<file path="config.mk">
export PLATFORM = sky130hd
export DESIGN_NAME = tx_dma_host_request_path
export DESIGN_NICKNAME = d
export VERILOG_FILES = /design/src/design/tx_dma_pkg.sv /design/src/design/req_if.sv /design/src/design/host_req_queue.sv /design/src/design/tx_dma_host_request_path.sv
export SDC_FILE = /design/constraint.sdc
export NUM_CORES = 1
export LEC_CHECK = 0
export BUFFER_PORTS_ARGS = -buffer_cell sky130_fd_sc_hd__buf_4
export CORE_ASPECT_RATIO = 1.1
export CORE_MARGIN = 4
export CORE_UTILIZATION = 25
export DETAILED_ROUTE_END_ITERATION = 10
export HOLD_SLACK_MARGIN = 0.1
export PLACE_DENSITY = 0.53
export SYNTH_ARGS = -nofsm -noshare
export SYNTH_HDL_FRONTEND = slang
export SYNTH_HIERARCHICAL = 1
export SYNTH_SLANG_ARGS = --single-unit
</file>
<file path="constraint.sdc">
create_clock -name i_clk -period 5.84 [get_ports i_clk]
set_input_delay 1.168 -clock i_clk [delete_from_list [all_inputs] [get_ports i_clk]]
set_output_delay 1.168 -clock i_clk [all_outputs]
set_load 0.03 [all_outputs]
</file>
<file path="src/design/tx_dma_pkg.sv">
// Purpose: Shared constants and types for the transmit DMA host request path
// Assumes: Single bus clock domain
// Notes: Register offsets are byte addresses
package tx_dma_pkg;
    localparam logic [15:0] RDT_OFFSET = 16'h2820;
    localparam logic [15:0] RDC_OFFSET = 16'h2828;
    localparam logic [15:0] TDC_OFFSET = 16'h3828;
    localparam logic [31:0] RDT_RESET = 32'h0000_0000;
    localparam logic [31:0] RDC_RESET = 32'h0000_0000;
    localparam logic [31:0] TDC_RESET = 32'h0000_0000;
    localparam int WTH_LSB = 16;
    localparam int WTH_W = 6;
    localparam int PTH_LSB = 0;
    localparam int PTH_W = 6;
    localparam logic [15:0] CSUM_ZERO = 16'h0000;
    localparam logic [15:0] CSUM_ONES = 16'hffff;
    localparam int QUEUE_DEPTH = 4;
    localparam int REQ_W = 40;
    localparam logic [7:0] WB_STATUS_BYTES = 8'h01;
    localparam logic [7:0] WB_DESC_BYTES = 8'h10;
    localparam logic [1:0] WIDTH_SETTLE = 2'h2;
    typedef enum logic [1:0] {
        WB_IDLE,
        WB_COLLECT,
        WB_ISSUE
    } wb_state_t;
endpackage : tx_dma_pkg

</file>
<file path="src/design/req_if.sv">
// Purpose: Request handshake between the DMA side and the host request queue
// Assumes: Same clock on both ends
// Notes: Valid/ready handshake
`timescale 1ns/1ps
interface req_if #(parameter int W = 40);
    logic valid;
    logic ready;
    logic [W-1:0] data;
    modport src (output valid, output data, input ready);
    modport dst (input valid, input data, output ready);
endinterface : req_if

</file>
<file path="src/design/host_req_queue.sv">
// Purpose: In-order queue of outstanding host bus requests
// Assumes: Single clock, clock enable freezes state
// Notes: Ready drops when full but ignores i_ce, so a request offered while i_ce is low is lost
`timescale 1ns/1ps
module host_req_queue
    import tx_dma_pkg::*;
#(
    parameter int DEPTH = QUEUE_DEPTH,
    parameter int W = REQ_W
) (
    input wire logic i_clk,
    input wire logic i_rst_b,
    input wire logic i_ce,
    req_if.dst in_req,
    req_if.src out_req,
    output logic [$clog2(DEPTH):0] o_level
);
    localparam int AW = $clog2(DEPTH);
    typedef struct packed {
        logic [AW-1:0] wr;
        logic [AW-1:0] rd;
        logic [AW:0] cnt;
    } q_state_t;
    q_state_t s_reg;
    q_state_t s_next;
    logic [W-1:0] mem [DEPTH];
    logic push;
    logic pop;
    assign in_req.ready = (s_reg.cnt != (AW+1)'(DEPTH));
    assign out_req.valid = (s_reg.cnt != '0);
    assign out_req.data = mem[s_reg.rd];
    assign push = in_req.valid && in_req.ready && i_ce;
    assign pop = out_req.valid && out_req.ready && i_ce;
    assign o_level = s_reg.cnt;
    always_comb begin
        s_next = s_reg;
        if (push) begin
            s_next.wr = s_reg.wr + AW'(1);
        end
        if (pop) begin
            s_next.rd = s_reg.rd + AW'(1);
        end
        s_next.cnt = s_reg.cnt + (AW+1)'(push) - (AW+1)'(pop);
    end
    always_ff @(posedge i_clk or negedge i_rst_b) begin
        if (!i_rst_b) begin
            s_reg <= '0;
        end else if (i_ce) begin
            s_reg <= s_next;
        end
    end
    always_ff @(posedge i_clk) begin
        if (push) begin
            mem[s_reg.wr] <= in_req.data;
        end
    end
endmodule : host_req_queue

</file>
<file path="src/design/tx_dma_host_request_path.sv">
// Purpose: Host side DMA path: request queue, descriptor write-back, checksum insert, bus width
// Assumes: One 40 MHz bus clock; bus reset drives i_rst_b
// Notes: Registers sit at fixed byte offsets on a simple register port
`timescale 1ns/1ps
module tx_dma_host_request_path
    import tx_dma_pkg::*;
#(
    parameter int DEPTH = QUEUE_DEPTH,
    parameter int W = REQ_W
) (
    input wire logic i_clk,
    input wire logic i_rst_b,
    input wire logic i_ce,
    input wire logic i_req64_b,
    input wire logic i_reg_wr,
    input wire logic i_reg_rd,
    input wire logic [15:0] i_reg_addr,
    input wire logic [31:0] i_reg_wdata,
    output logic [31:0] o_reg_rdata,
    input wire logic i_dma_valid,
    input wire logic [W-1:0] i_dma_req,
    output logic o_dma_ready,
    output logic o_bus_valid,
    output logic [W-1:0] o_bus_req,
    input wire logic i_bus_ready,
    output logic [2:0] o_queue_level,
    input wire logic i_csum_valid,
    input wire logic i_csum_is_udp,
    input wire logic [15:0] i_csum_value,
    output logic o_csum_valid,
    output logic [15:0] o_csum_value,
    input wire logic i_desc_done,
    input wire logic i_tx_irq,
    input wire logic i_data_read_idle,
    output logic o_wb_valid,
    output logic [7:0] o_wb_count,
    output logic [7:0] o_wb_bytes,
    output logic o_wb_full_desc,
    input wire logic i_wb_ready,
    output logic o_bus_64
);
    typedef struct packed {
        logic req_s1;
        logic req_s2;
        logic [1:0] settle;
        logic width_taken;
        logic bus_64;
        logic [31:0] rdt;
        logic [31:0] rdc;
        logic [31:0] tdc;
        logic [31:0] rdata;
        logic csum_valid;
        logic [15:0] csum_value;
        wb_state_t wb_state;
        logic [7:0] pending;
        logic [7:0] wb_count;
        logic [7:0] wb_bytes;
        logic wb_full;
    } state_t;

    state_t s_reg;
    state_t s_next;
    logic [WTH_W-1:0] writeback_threshold;
    logic wb_fire;
    logic [7:0] pend_inc;
    logic [7:0] unit_bytes;
    logic udp_zero;
    logic wb_start;
    logic batch_reached;
    logic flush_early;
    logic [7:0] burst_bytes;

    req_if #(.W(W)) dma_req ();
    req_if #(.W(W)) bus_req ();
    assign dma_req.valid = i_dma_valid;
    assign dma_req.data = i_dma_req;
    assign o_dma_ready = dma_req.ready;
    assign o_bus_valid = bus_req.valid;
    assign o_bus_req = bus_req.data;
    assign bus_req.ready = i_bus_ready;
    host_req_queue #(.DEPTH(DEPTH), .W(W)) u_queue (
        .i_clk(i_clk),
        .i_rst_b(i_rst_b),
        .i_ce(i_ce),
        .in_req(dma_req.dst),
        .out_req(bus_req.src),
        .o_level(o_queue_level)
    );
    assign writeback_threshold = s_reg.tdc[WTH_LSB +: WTH_W];
    assign pend_inc = 8'(i_desc_done);
    assign unit_bytes = (writeback_threshold != '0) ? WB_DESC_BYTES : WB_STATUS_BYTES;
    assign wb_fire = (s_reg.wb_state == WB_ISSUE) && i_wb_ready;
    assign udp_zero = i_csum_is_udp && (i_csum_value == CSUM_ZERO);
    assign wb_start = (s_reg.pending != '0) || i_desc_done;
    assign batch_reached = (s_reg.pending >= 8'(writeback_threshold));
    assign flush_early = i_tx_irq || i_data_read_idle;
    assign burst_bytes = 8'(s_reg.pending * unit_bytes);

    always_comb begin
        s_next = s_reg;
        // Bus width pin: two synchroniser stages, capture once both hold the pin
        s_next.req_s1 = i_req64_b;
        s_next.req_s2 = s_reg.req_s1;
        if (!s_reg.width_taken) begin
            if (s_reg.settle == WIDTH_SETTLE) begin
                s_next.width_taken = 1'b1;
                s_next.bus_64 = ~s_reg.req_s2;
            end else begin
                s_next.settle = s_reg.settle + 2'h1;
            end
        end

        // Register port writes
        if (i_reg_wr) begin
            unique case (i_reg_addr)
                RDT_OFFSET: begin
                    s_next.rdt = i_reg_wdata;
                end
                RDC_OFFSET: begin
                    s_next.rdc = i_reg_wdata;
                end
                TDC_OFFSET: begin
                    s_next.tdc = i_reg_wdata;
                end
                default: begin
                    s_next.rdt = s_reg.rdt;
                end
            endcase
        end

        // Register port reads, unmapped offsets read as zero
        if (i_reg_rd) begin
            unique case (i_reg_addr)
                RDT_OFFSET: begin
                    s_next.rdata = s_reg.rdt;
                end
                RDC_OFFSET: begin
                    s_next.rdata = s_reg.rdc;
                end
                TDC_OFFSET: begin
                    s_next.rdata = s_reg.tdc;
                end
                default: begin
                    s_next.rdata = '0;
                end
            endcase
        end

        // Checksum substitution, only UDP maps an all-zero sum to all ones
        s_next.csum_valid = i_csum_valid;
        if (i_csum_valid) begin
            if (udp_zero) begin
                s_next.csum_value = CSUM_ONES;
            end else begin
                s_next.csum_value = i_csum_value;
            end
        end

        // Descriptor write-back
        s_next.pending = s_reg.pending + pend_inc;
        unique case (s_reg.wb_state)
            WB_IDLE: begin
                if (wb_start) begin
                    // Zero threshold skips batching
                    if (writeback_threshold == '0) begin
                        s_next.wb_state = WB_ISSUE;
                    end else begin
                        s_next.wb_state = WB_COLLECT;
                    end
                end
            end
            WB_COLLECT: begin
                if (batch_reached) begin
                    s_next.wb_state = WB_ISSUE;
                end else if (flush_early) begin
                    s_next.wb_state = WB_ISSUE;
                end
            end
            WB_ISSUE: begin
                if (s_reg.wb_count == '0) begin
                    // Latch one burst: whole descriptors when batching, status bytes otherwise
                    s_next.wb_count = s_reg.pending;
                    s_next.wb_full = (writeback_threshold != '0);
                    s_next.wb_bytes = burst_bytes;
                end else if (wb_fire) begin
                    s_next.pending = s_reg.pending - s_reg.wb_count + pend_inc;
                    s_next.wb_count = '0;
                    s_next.wb_bytes = '0;
                    s_next.wb_state = WB_IDLE;
                end
            end
        endcase
    end

    always_ff @(posedge i_clk or negedge i_rst_b) begin
        if (!i_rst_b) begin
            s_reg <= '0;
            s_reg.rdt <= RDT_RESET;
            s_reg.rdc <= RDC_RESET;
            s_reg.tdc <= TDC_RESET;
            s_reg.wb_state <= WB_IDLE;
        end else if (i_ce) begin
            s_reg <= s_next;
        end
    end
    assign o_reg_rdata = s_reg.rdata;
    assign o_csum_valid = s_reg.csum_valid;
    assign o_csum_value = s_reg.csum_value;
    assign o_wb_valid = (s_reg.wb_state == WB_ISSUE) && (s_reg.wb_count != '0);
    assign o_wb_count = s_reg.wb_count;
    assign o_wb_bytes = s_reg.wb_bytes;
    assign o_wb_full_desc = s_reg.wb_full;
    assign o_bus_64 = s_reg.bus_64;
endmodule : tx_dma_host_request_path

</file>
==> flow_summary.ini, run 1 <==
[job]
drv.max_cap_violation_count = 0

[drt]
drtPass1Iterations = 5
route.top_layer_used = met4
via_per_inst = 4.45
drc_violation_count_after_routing = 0
totalWireLength_um = 35600
ant_nets = 0
detailedRoute.firstIterationViolations = 478
wl_per_cell_um = 18.4
drt-met1-wl_um = 15300
route.met3.wl_um = 3090
routed-wl-met2_um = 16600
vias = 8607

[placed_design]
buffer_ports.inserted = 230
dp_hpwl_um = 23400
area_of_placed_instances_um2 = 16900
place_congestion = 0.758
place_worst_setup_slack_ps = 1900

[finish]
fin_nets = 1296
fillCellCount = 5809
finish.instance_area_um2 = 18400
largest_register_ffs = 160
post_route_cells_drive_above_1_share = 0.327
areaGrowthSynthToFinish_pct = 23.2

[pwr]
switching_power_mw = 2.69
p_int_mw = 5.70
power.sequential.fraction = 0.368
clockPowerShare = 0.339
power.density_nw_per_um2 = 456
switching_share = 0.320
vdd_ir_drop_max_uv = 221
p_total_mw = 8.39
comb_power_share = 0.294
p_leak_nw = 7.73

[clocking]
cts.sink_count = 345
clock_tree.root_cell = sky130_fd_sc_hd__clkbuf_16
cts.htree.levels = 2
cts_tree = yes
number_of_buffers_added_by_the_clock_tree_synthesis_step = 42
clk_path_buf_depth = 3
ctsResizeCount = 0
postCtsSetupRepairBufs = 0
path_clk_slew_ps = 50
worst_skew_pair.late_latency_ps = 540
hold_buffers = 0

[timing]
fin_worst_skew_ps = 17.1
timing.final.max_slew_violations = 0
post-route-min-period_ps = 3930
final.setup.worst_slack_ps = 1910
timing.final.hold_violations = 0
fmax_mhz = 255
max_slew.worst_pin.slew_ps = 1260
setup-violations-final = 0
slew-limit-headroom = 0.156
grt_setup_unrepaired = no
finalCritPeriodShare = 0.672
worst_hold_slack_ps = 467
timing.setup.tns_ps = 0

[critical_path]
crit_slowest_cell = sky130_fd_sc_hd__dfrtp_2
worst_ep_arrival_time_ps = 2760
crit_path_cell_trace = buf_4 > mux4_2 > buf_4
timing.rr.end = s_reg[23]
worst-path-max-fanout = 25
critPathMostFrequentCell = sky130_fd_sc_hd__buf_4
max_stage_delay_ps = 960
endpoint_kind = output port
timing.critical_path.buf_inv = 2
timing.critical_path.max_delay_family = flip-flops
worst-setup-path-type = reg2out
timing.reg2reg.worst_path_depth = 11
critPathRequiredTime_ps = 4670
worst_setup_path_start_kind = flip-flop
ff2ff_setup_slack_ps = 3240
timing.rr.start = s_reg[17]

[synth]
ys_warn_count = 6
synth_top_flop_cell = sky130_fd_sc_hd__dfrtp_1
post_synthesis_instance_area_um2 = 14900
synth.yosys.seq_area_share = 0.632
synth_cell_type_count = 68
syn-num-nets = 1124
synth-async-reset-ratio = 0.536
postSynthRegisterBits = 345
synth_area_per_cell_um2 = 15.4
synth_enable_flop_cells = 160
synthesis.instances = 970

[global_routing]
grt_util_all_layers = 0.110
grt_pass1_vias = 9166
grt_overflow_total = 0
number_of_antenna_violations_at_the_first_check_in_global_routing = 1
first_pass_grt_wire_length_um = 55000
maximum_number_of_pins_on_one_net_before_global_route_repair = 112

[worst_hold_path]
min_path_cells = 1
worst_hold_startpoint = s_reg[173]
hold-path-endpoint = s_reg[173]
min-delay-path-class = reg2reg

[floorplanning]
fp.dieH_um = 264
io_pins = 231
die_width_um = 241
fp.dieArea_um2 = 63700
fp.coreArea_um2 = 58900
initial_core_util = 0.253
fp-row-count = 93

[run_status]
run_status = complete, no violations
## final cells by class
type | count | area (um2) | share of cell area
flip-flops and latches | 345 | 9440 | 0.513
repair buffers | 244 | 1840 | 0.100
multi-input cells | 482 | 4540 | 0.247
well taps | 760 | 951 | 0.0517
inverters | 27 | 101 | 0.00551
clock buffers | 52 | 1150 | 0.0625
clock inverters | 23 | 373 | 0.0203
diodes | 1 | 2.50 | 0.000136
## logic make-up (layout without fill, tap and decap cells)
family          after synthesis  after routing  share of synthesized area
compound gates              141            141                     0.0697
xor+xnor                     14             14                    0.00822
fa+ha+maj                    36             36                     0.0317
buf+inv                     143            346                     0.0645
flops                       345            345                      0.632
mux                         149            149                      0.143
other cells                   2              3                   0.000503
simple gates                140            140                     0.0507
## cell usage after synthesis, types with 4 or more instances
cell type / n / area share
sky130_fd_sc_hd__inv_1: 27 / 0.0068
sky130_fd_sc_hd__mux2i_1: 6 / 0.0040
sky130_fd_sc_hd__mux2_1: 92 / 0.069
sky130_fd_sc_hd__a222oi_1: 31 / 0.021
sky130_fd_sc_hd__nand2_1: 58 / 0.015
sky130_fd_sc_hd__xnor2_1: 9 / 0.0053
sky130_fd_sc_hd__a21oi_1: 16 / 0.0054
sky130_fd_sc_hd__mux4_2: 38 / 0.057
sky130_fd_sc_hd__o21ai_1: 31 / 0.010
sky130_fd_sc_hd__dfrtp_1: 185 / 0.31
sky130_fd_sc_hd__ha_1: 33 / 0.028
sky130_fd_sc_hd__a22o_1: 12 / 0.0070
sky130_fd_sc_hd__xor2_1: 5 / 0.0029
sky130_fd_sc_hd__nand3_1: 13 / 0.0044
sky130_fd_sc_hd__and2_1: 5 / 0.0021
sky130_fd_sc_hd__o22a_1: 16 / 0.0094
sky130_fd_sc_hd__buf_6: 4 / 0.0030
sky130_fd_sc_hd__nor4_1: 7 / 0.0029
sky130_fd_sc_hd__or4_1: 4 / 0.0020
sky130_fd_sc_hd__mux2_2: 11 / 0.0083
sky130_fd_sc_hd__o21ai_0: 15 / 0.0050
sky130_fd_sc_hd__buf_2: 15 / 0.0050
sky130_fd_sc_hd__edfxtp_1: 160 / 0.32
sky130_fd_sc_hd__buf_12: 7 / 0.0094
sky130_fd_sc_hd__nor3_1: 4 / 0.0013
sky130_fd_sc_hd__o211ai_1: 4 / 0.0020
sky130_fd_sc_hd__buf_4: 70 / 0.035
sky130_fd_sc_hd__nor2_1: 19 / 0.0048
sky130_fd_sc_hd__clkbuf_1: 20 / 0.0050
## worst max path at each step
stage / from / end / slack (ps) / cells past startpoint
CTS: u_queue/s_reg[3] / o_bus_req[29] / 1730 / 3
global route: u_queue/s_reg[3] / o_bus_req[25] / 1650 / 3
detailed placement: i_reg_addr[2] / s_reg[151] / 1900 / 6
global placement: i_reg_addr[15] / s_reg[129] / 1880 / 6
floorplan: i_reg_addr[7] / s_reg[100] / 2890 / 6
finish: u_queue/s_reg[3] / o_bus_req[29] / 1910 / 3
## through the flow
step	std cells	utilization
2_1_floorplan	970	-
3_3_place_gp	1858	0.286
3_5_place_dp	1858	0.286
4_1_cts	1933	0.312
5_1_grt	1933	0.312
6_report	1934	0.312
## worst reg2reg max path: stages (launching register included)
cell	delay [ps]
sky130_fd_sc_hd__dfrtp_1	450
sky130_fd_sc_hd__inv_1	140
sky130_fd_sc_hd__ha_1	290
sky130_fd_sc_hd__inv_1	40
sky130_fd_sc_hd__ha_1	180
sky130_fd_sc_hd__inv_1	70
sky130_fd_sc_hd__fa_1	210
sky130_fd_sc_hd__nor2b_1	70
sky130_fd_sc_hd__o31a_1	270
sky130_fd_sc_hd__or4_1	430
sky130_fd_sc_hd__a31oi_1	190
sky130_fd_sc_hd__o221a_2	200
## power groups by stage
stage               logic (mW)  clock network, mW  registers (mW)
floorplan                 1.95                  0            2.97
global placement          2.49                  0            3.13
detailed placement        2.51                  0            3.14
CTS                       2.52               2.95            3.10
global route              2.71               3.04            3.13
finish                    2.46               2.84            3.08
## routing by layer
layer  up-vias  global-route usage
li1       3963                   -
met2       262               0.176
met4         0              0.0268
met5         -                   0
met3        35              0.0421
met1      4347               0.142
## cells in the final DEF (no fill, tap or decap), types with 6 or more instances in the layout
cell,instances
sky130_fd_sc_hd__a22o_1,12
sky130_fd_sc_hd__o22a_1,16
sky130_fd_sc_hd__o21ai_0,15
sky130_fd_sc_hd__mux2_1,92
sky130_fd_sc_hd__a222oi_1,31
sky130_fd_sc_hd__edfxtp_1,160
sky130_fd_sc_hd__clkbuf_16,43
sky130_fd_sc_hd__ha_1,33
sky130_fd_sc_hd__nand3_1,13
sky130_fd_sc_hd__mux2_2,11
sky130_fd_sc_hd__clkinv_2,11
sky130_fd_sc_hd__inv_1,27
sky130_fd_sc_hd__xnor2_1,9
sky130_fd_sc_hd__mux4_2,38
sky130_fd_sc_hd__buf_4,243
sky130_fd_sc_hd__nor4_1,7
sky130_fd_sc_hd__nor2_1,19
sky130_fd_sc_hd__o21ai_1,31
sky130_fd_sc_hd__nand2_1,57
sky130_fd_sc_hd__a21oi_1,16
sky130_fd_sc_hd__mux2i_1,6
sky130_fd_sc_hd__bufinv_16,10
sky130_fd_sc_hd__dfrtp_1,183
Note: power is estimated with default switching activity, not from simulation.
==> run 2, diff against run 1 <==
==> constraint.sdc (replaced) <==
create_clock -name i_clk -period 3.7 [get_ports i_clk]
set_input_delay 0.74 -clock i_clk [delete_from_list [all_inputs] [get_ports i_clk]]
set_output_delay 0.74 -clock i_clk [all_outputs]
set_load 0.03 [all_outputs]
==> flow_summary.ini, run 2 (synthesis results as in run 1) <==
[run_status]
run_status = complete, no violations

[timing]
final.setup.worst_slack_ps = 770
max_slew.worst_pin.slew_ps = 1200
slew-limit-headroom = 0.194
finalCritPeriodShare = 0.792
grt_setup_unrepaired = no
timing.setup.tns_ps = 0
setup-violations-final = 0
post-route-min-period_ps = 2930
fmax_mhz = 341
worst_hold_slack_ps = 257
timing.final.max_slew_violations = 0
timing.final.hold_violations = 0
fin_worst_skew_ps = 14.2

[clocking]
number_of_buffers_added_by_the_clock_tree_synthesis_step = 41
postCtsSetupRepairBufs = 0
clk_path_buf_depth = 3
worst_skew_pair.late_latency_ps = 550
cts.sink_count = 345
ctsResizeCount = 0
path_clk_slew_ps = 60
hold_buffers = 0
cts.htree.levels = 2
clock_tree.root_cell = sky130_fd_sc_hd__clkbuf_16
cts_tree = yes

[pwr]
power.sequential.fraction = 0.363
switching_share = 0.325
p_total_mw = 13.1
p_int_mw = 8.84
comb_power_share = 0.311
vdd_ir_drop_max_uv = 300
switching_power_mw = 4.26
power.density_nw_per_um2 = 710
clockPowerShare = 0.327
p_leak_nw = 7.76

[placed_design]
area_of_placed_instances_um2 = 17000
buffer_ports.inserted = 230
place_congestion = 0.747
dp_hpwl_um = 23900
place_worst_setup_slack_ps = 662
dp_cells = 1871

[drt]
via_per_inst = 4.47
wl_per_cell_um = 18.4
ant_nets = 0
vias = 8715
drtPass1Iterations = 8
drc_violation_count_after_routing = 0
totalWireLength_um = 35800
detailedRoute.firstIterationViolations = 540

[finish]
most-common-layout-cells = sky130_fd_sc_hd__buf_4, sky130_fd_sc_hd__dfrtp_1, sky130_fd_sc_hd__edfxtp_1
largest_register_ffs = 160
areaGrowthSynthToFinish_pct = 23.7
layout.cells.non_filler = 1948
finish.utilization = 0.314
mostFrequentLayoutCell = sky130_fd_sc_hd__buf_4
fin_nets = 1308
post_route_cells_drive_above_1_share = 0.328
finish.instance_area_um2 = 18500
fillCellCount = 5832

[global_routing]
maximum_number_of_pins_on_one_net_before_global_route_repair = 90
grt_util_all_layers = 0.111
grt_pass1_vias = 9210
grt_overflow_total = 0
number_of_antenna_violations_at_the_first_check_in_global_routing = 0
first_pass_grt_wire_length_um = 55500

[critical_path]
critPathRequiredTime_ps = 2960
worst_ep_arrival_time_ps = 2190
worst-setup-path-type = reg2out
worst-path-max-fanout = 23
worst_setup_path_start_kind = flip-flop
endpoint_kind = output port

[floorplanning]
io_pins = 231
fp-row-count = 93
fp.dieH_um = 264
fp.coreArea_um2 = 58900
initial_core_util = 0.253
die_width_um = 241
fp.dieArea_um2 = 63700

[worst_hold_path]
min-delay-path-class = in2async

[job]
drv.max_cap_violation_count = 0
-- run 2: power groups by stage --
| stage | clock (mW) | combinational, mW | sequential (mW) |
|---|---|---|---|
| global route | 4.64 | 4.48 | 4.81 |
| floorplan | 0 | 3.07 | 4.69 |
| CTS | 4.46 | 4.16 | 4.76 |
| detailed placement | 0 | 4.14 | 4.84 |
| global placement | 0 | 4.10 | 4.82 |
| finish | 4.28 | 4.07 | 4.75 |
-- run 2: path summary, 6_finish.rpt --
| path | startpoint | to | slack [ps] | cells past startpoint |
|---|---|---|---|---|
| max | u_queue/s_reg[4] | o_bus_req[11] | 770 | 3 |
| min | i_rst_b | s_reg[166] | 260 | 1 |
| max reg2reg | s_reg[17] | s_reg[23] | 1100 | 11 |
| min reg2reg | s_reg[176] | o_bus_64 | 460 | 1 |
| max in group asynchronous | i_rst_b | o_csum_value[0] | 2520 | 2 |
| min in group i_clk | i_dma_req[3] | u_queue/mem[3][3] | 390 | 1 |
-- run 2: worst max-delay path: stages (launching register included) --
cell,delay (ps)
sky130_fd_sc_hd__dfrtp_2,770
sky130_fd_sc_hd__buf_4,320
sky130_fd_sc_hd__mux4_2,350
sky130_fd_sc_hd__buf_4,190
-- run 2: routing by layer --
layer  routed length (um)  vias up  GRT usage
li1                     -     3992          -
met1                15500     4414      0.145
met2                16600      263      0.177
met3                 3010       46     0.0400
met4                  722        0     0.0275
met5                    0        -          0
-- run 2: layout make-up --
type,instances,area [um2],share of cell area
multi-input cells,482,4540,0.246
clock buffers,52,1110,0.0600
inverters,27,101,0.00549
well taps,760,951,0.0515
repair buffers,257,1970,0.107
diodes,2,5.00,0.000271
flip-flops and latches,345,9440,0.511
clock inverters,23,349,0.0189
==> run 3, diff against run 2 <==
--- a/config.mk
+++ b/config.mk
@@ -5,13 +5,14 @@
 export SDC_FILE = /design/constraint.sdc
 export NUM_CORES = 1
 export LEC_CHECK = 0
+export ABC_AREA = 1
 export BUFFER_PORTS_ARGS = -buffer_cell sky130_fd_sc_hd__buf_4
 export CORE_ASPECT_RATIO = 1.1
 export CORE_MARGIN = 4
 export CORE_UTILIZATION = 25
 export DETAILED_ROUTE_END_ITERATION = 10
 export HOLD_SLACK_MARGIN = 0.1
-export PLACE_DENSITY = 0.53
+export PLACE_DENSITY = 0.54
 export SYNTH_ARGS = -nofsm -noshare
 export SYNTH_HDL_FRONTEND = slang
 export SYNTH_HIERARCHICAL = 1
==> constraint.sdc (replaced) <==
create_clock -name i_clk -period 2.6 [get_ports i_clk]
set_input_delay 0.52 -clock i_clk [delete_from_list [all_inputs] [get_ports i_clk]]
set_output_delay 0.52 -clock i_clk [all_outputs]
set_load 0.03 [all_outputs]
==> flow_summary.ini, run 3 <==
[timing]
timing.final.hold_violations = 0
timing.final.max_slew_violations = 0
worst_hold_slack_ps = 164
slew-limit-headroom = 0.639
finalCritPeriodShare = 0.951
fmax_mhz = 405
setup-violations-final = 0
max_slew.worst_pin.slew_ps = 542
grt_setup_unrepaired = no
fin_worst_skew_ps = 13.4
post-route-min-period_ps = 2470

[clocking]
cts.sink_count = 345
number_of_buffers_added_by_the_clock_tree_synthesis_step = 39
clock_tree.root_cell = sky130_fd_sc_hd__clkbuf_16
cts_tree = yes
clk_path_buf_depth = 3
cts.htree.levels = 2
path_clk_slew_ps = 60
postCtsSetupRepairBufs = 0
worst_skew_pair.late_latency_ps = 560

[critical_path]
worst-setup-path-type = reg2out
worst_setup_path_start_kind = flip-flop
critPathRequiredTime_ps = 2080
endpoint_kind = output port
cp-startpoint = s_reg[25]
worst_ep_arrival_time_ps = 1950
worst-path-max-fanout = 4
timing.rr.start = u_queue/o_level[1]

[pwr]
switching_share = 0.373
power.density_nw_per_um2 = 974
vdd_ir_drop_max_uv = 738
p_total_mw = 19.0
clockPowerShare = 0.295
switching_power_mw = 7.10
p_leak_nw = 8.59
comb_power_share = 0.360
p_int_mw = 11.9
power.sequential.fraction = 0.346

[synth]
synth_top_flop_cell = sky130_fd_sc_hd__dfrtp_1
synth_enable_flop_cells = 160
netlist.top_cell.by_area = sky130_fd_sc_hd__edfxtp_1
synth_cell_type_count = 42
ys_warn_count = 6
synthesis.instances = 1602
synth_area_per_cell_um2 = 10.1
synthTopCellsByCount = sky130_fd_sc_hd__nand2_1, sky130_fd_sc_hd__dfrtp_1, sky130_fd_sc_hd__nor2_1, sky130_fd_sc_hd__edfxtp_1
synth.yosys.seq_area_share = 0.584
synth-async-reset-ratio = 0.536
syn-num-nets = 1756
synthDominantCellAreaShare = 0.297
post_synthesis_instance_area_um2 = 16200
yosys.cell_count.top_type = sky130_fd_sc_hd__nand2_1
postSynthRegisterBits = 345
synth_area_leaders = sky130_fd_sc_hd__edfxtp_1, sky130_fd_sc_hd__dfrtp_1, sky130_fd_sc_hd__nand2_1

[finish]
most-common-layout-cells = sky130_fd_sc_hd__nand2_1, sky130_fd_sc_hd__buf_4, sky130_fd_sc_hd__dfrtp_1
fin_nets = 1927
mostFrequentLayoutCell = sky130_fd_sc_hd__nand2_1
post_route_cells_drive_above_1_share = 0.256
finish.instance_area_um2 = 19500
areaGrowthSynthToFinish_pct = 20.9
layout.cells.non_filler = 2644
largest_register_ffs = 160

[worst_hold_path]
worst_hold_startpoint = i_dma_req[36]
min-delay-path-class = in2reg

[placed_design]
dp_cells = 2572
area_of_placed_instances_um2 = 18200
buffer_ports.inserted = 230
dp_hpwl_um = 27700
place_congestion = 0.796

[drt]
drtPass1Iterations = 5
via_per_inst = 4.32
ant_nets = 0
detailedRoute.firstIterationViolations = 617
vias = 11400
wl_per_cell_um = 15.6
totalWireLength_um = 41200
drc_violation_count_after_routing = 0

[run_status]
run_status = complete, no violations

[floorplanning]
initial_core_util = 0.253
fp.coreArea_um2 = 63800
fp.dieH_um = 275
die_width_um = 250
fp.dieArea_um2 = 68800
io_pins = 231
fp-row-count = 97

[global_routing]
grt_util_all_layers = 0.117
number_of_antenna_violations_at_the_first_check_in_global_routing = 0
maximum_number_of_pins_on_one_net_before_global_route_repair = 65
grt_pass1_vias = 11300
grt_overflow_total = 0
first_pass_grt_wire_length_um = 64600

[job]
drv.max_cap_violation_count = 0
run 3: cell count changes after synthesis, sizes merged, moves of 12 or more:
cell	change
mux2	-103
a22o	-12
o21ai	+191
a21oi	+28
a222oi	-31
mux4	-40
buf	+25
o22a	-16
inv	+87
o22ai	+14
nand2	+329
nand3	+44
nor2	+165
run 3: power by group through the flow:
stage               clock network (mW)  registers (mW)  logic [mW]
finish                            5.60            6.58        6.85
global route                      6.04            6.63        7.51
CTS                               5.82            6.58        6.93
detailed placement                   0            6.68        6.88
global placement                     0            6.66        6.81
floorplan                            0            6.60        4.86
run 3: metrics by stage:
step	worst slack, ps	TNS, ps	util
after floorplan	-476	-76200	-
after global placement	312	0	0.285
after detailed placement	293	0	0.285
after CTS	30.8	0	0.306
after global routing	21.9	0	0.306
final	128	0	0.306
run 3: layout make-up:
class	instances	area (um2)
Sequential cell	345	9440
Inverter	114	435
Clock inverter	16	235
Clock buffer	54	1070
Fill cell	6642	44300
Timing Repair Buffer	270	2090
Tap cell	841	1050
Multi-Input combinational cell	1003	5220
Antenna cell	1	2.50
run 3: cell families after synthesis:
family,count (synthesis),share of synthesized area
flip-flops,345,0.584
XOR/XNOR,6,0.00325
AND/OR/NAND/NOR,656,0.166
buffers and inverters,254,0.0955
other,2,0.000465
AO/OA/AOI/OAI,303,0.122
adder cells (fa/ha/maj),36,0.0293
run 3: layer usage:
metal	vias up	wire, um	GRT usage
li1	5580	-	-
met1	5468	18900	0.160
met2	321	19000	0.189
met3	60	2340	0.0259
met4	0	925	0.0307
met5	-	0	0
run 3: path summary, 6_finish.rpt:
kind	end	cells after the start	slack, ps
max	o_wb_valid	5	130
min	u_queue/mem[2][36]	1	160
max reg2reg	u_queue/o_level[2]	13	290
min reg2reg	o_bus_64	1	460
max in group asynchronous	s_reg[92]	3	1300
min in group asynchronous	s_reg[78]	2	510
run 3: timing repair:
item | in CTS | in global routing
hold buffers | 1 | 0
endpoints found under the hold margin | 46 | 0
resized for setup | 1 | 2
setup endpoints to repair | 1 | 4
run 3: worst max-delay path: stages (launching register included):
cell and delay, ps:
sky130_fd_sc_hd__dfrtp_1 400, sky130_fd_sc_hd__inv_1 90, sky130_fd_sc_hd__ha_1 280, sky130_fd_sc_hd__inv_1 80
sky130_fd_sc_hd__nor2_1 320, sky130_fd_sc_hd__buf_4 230
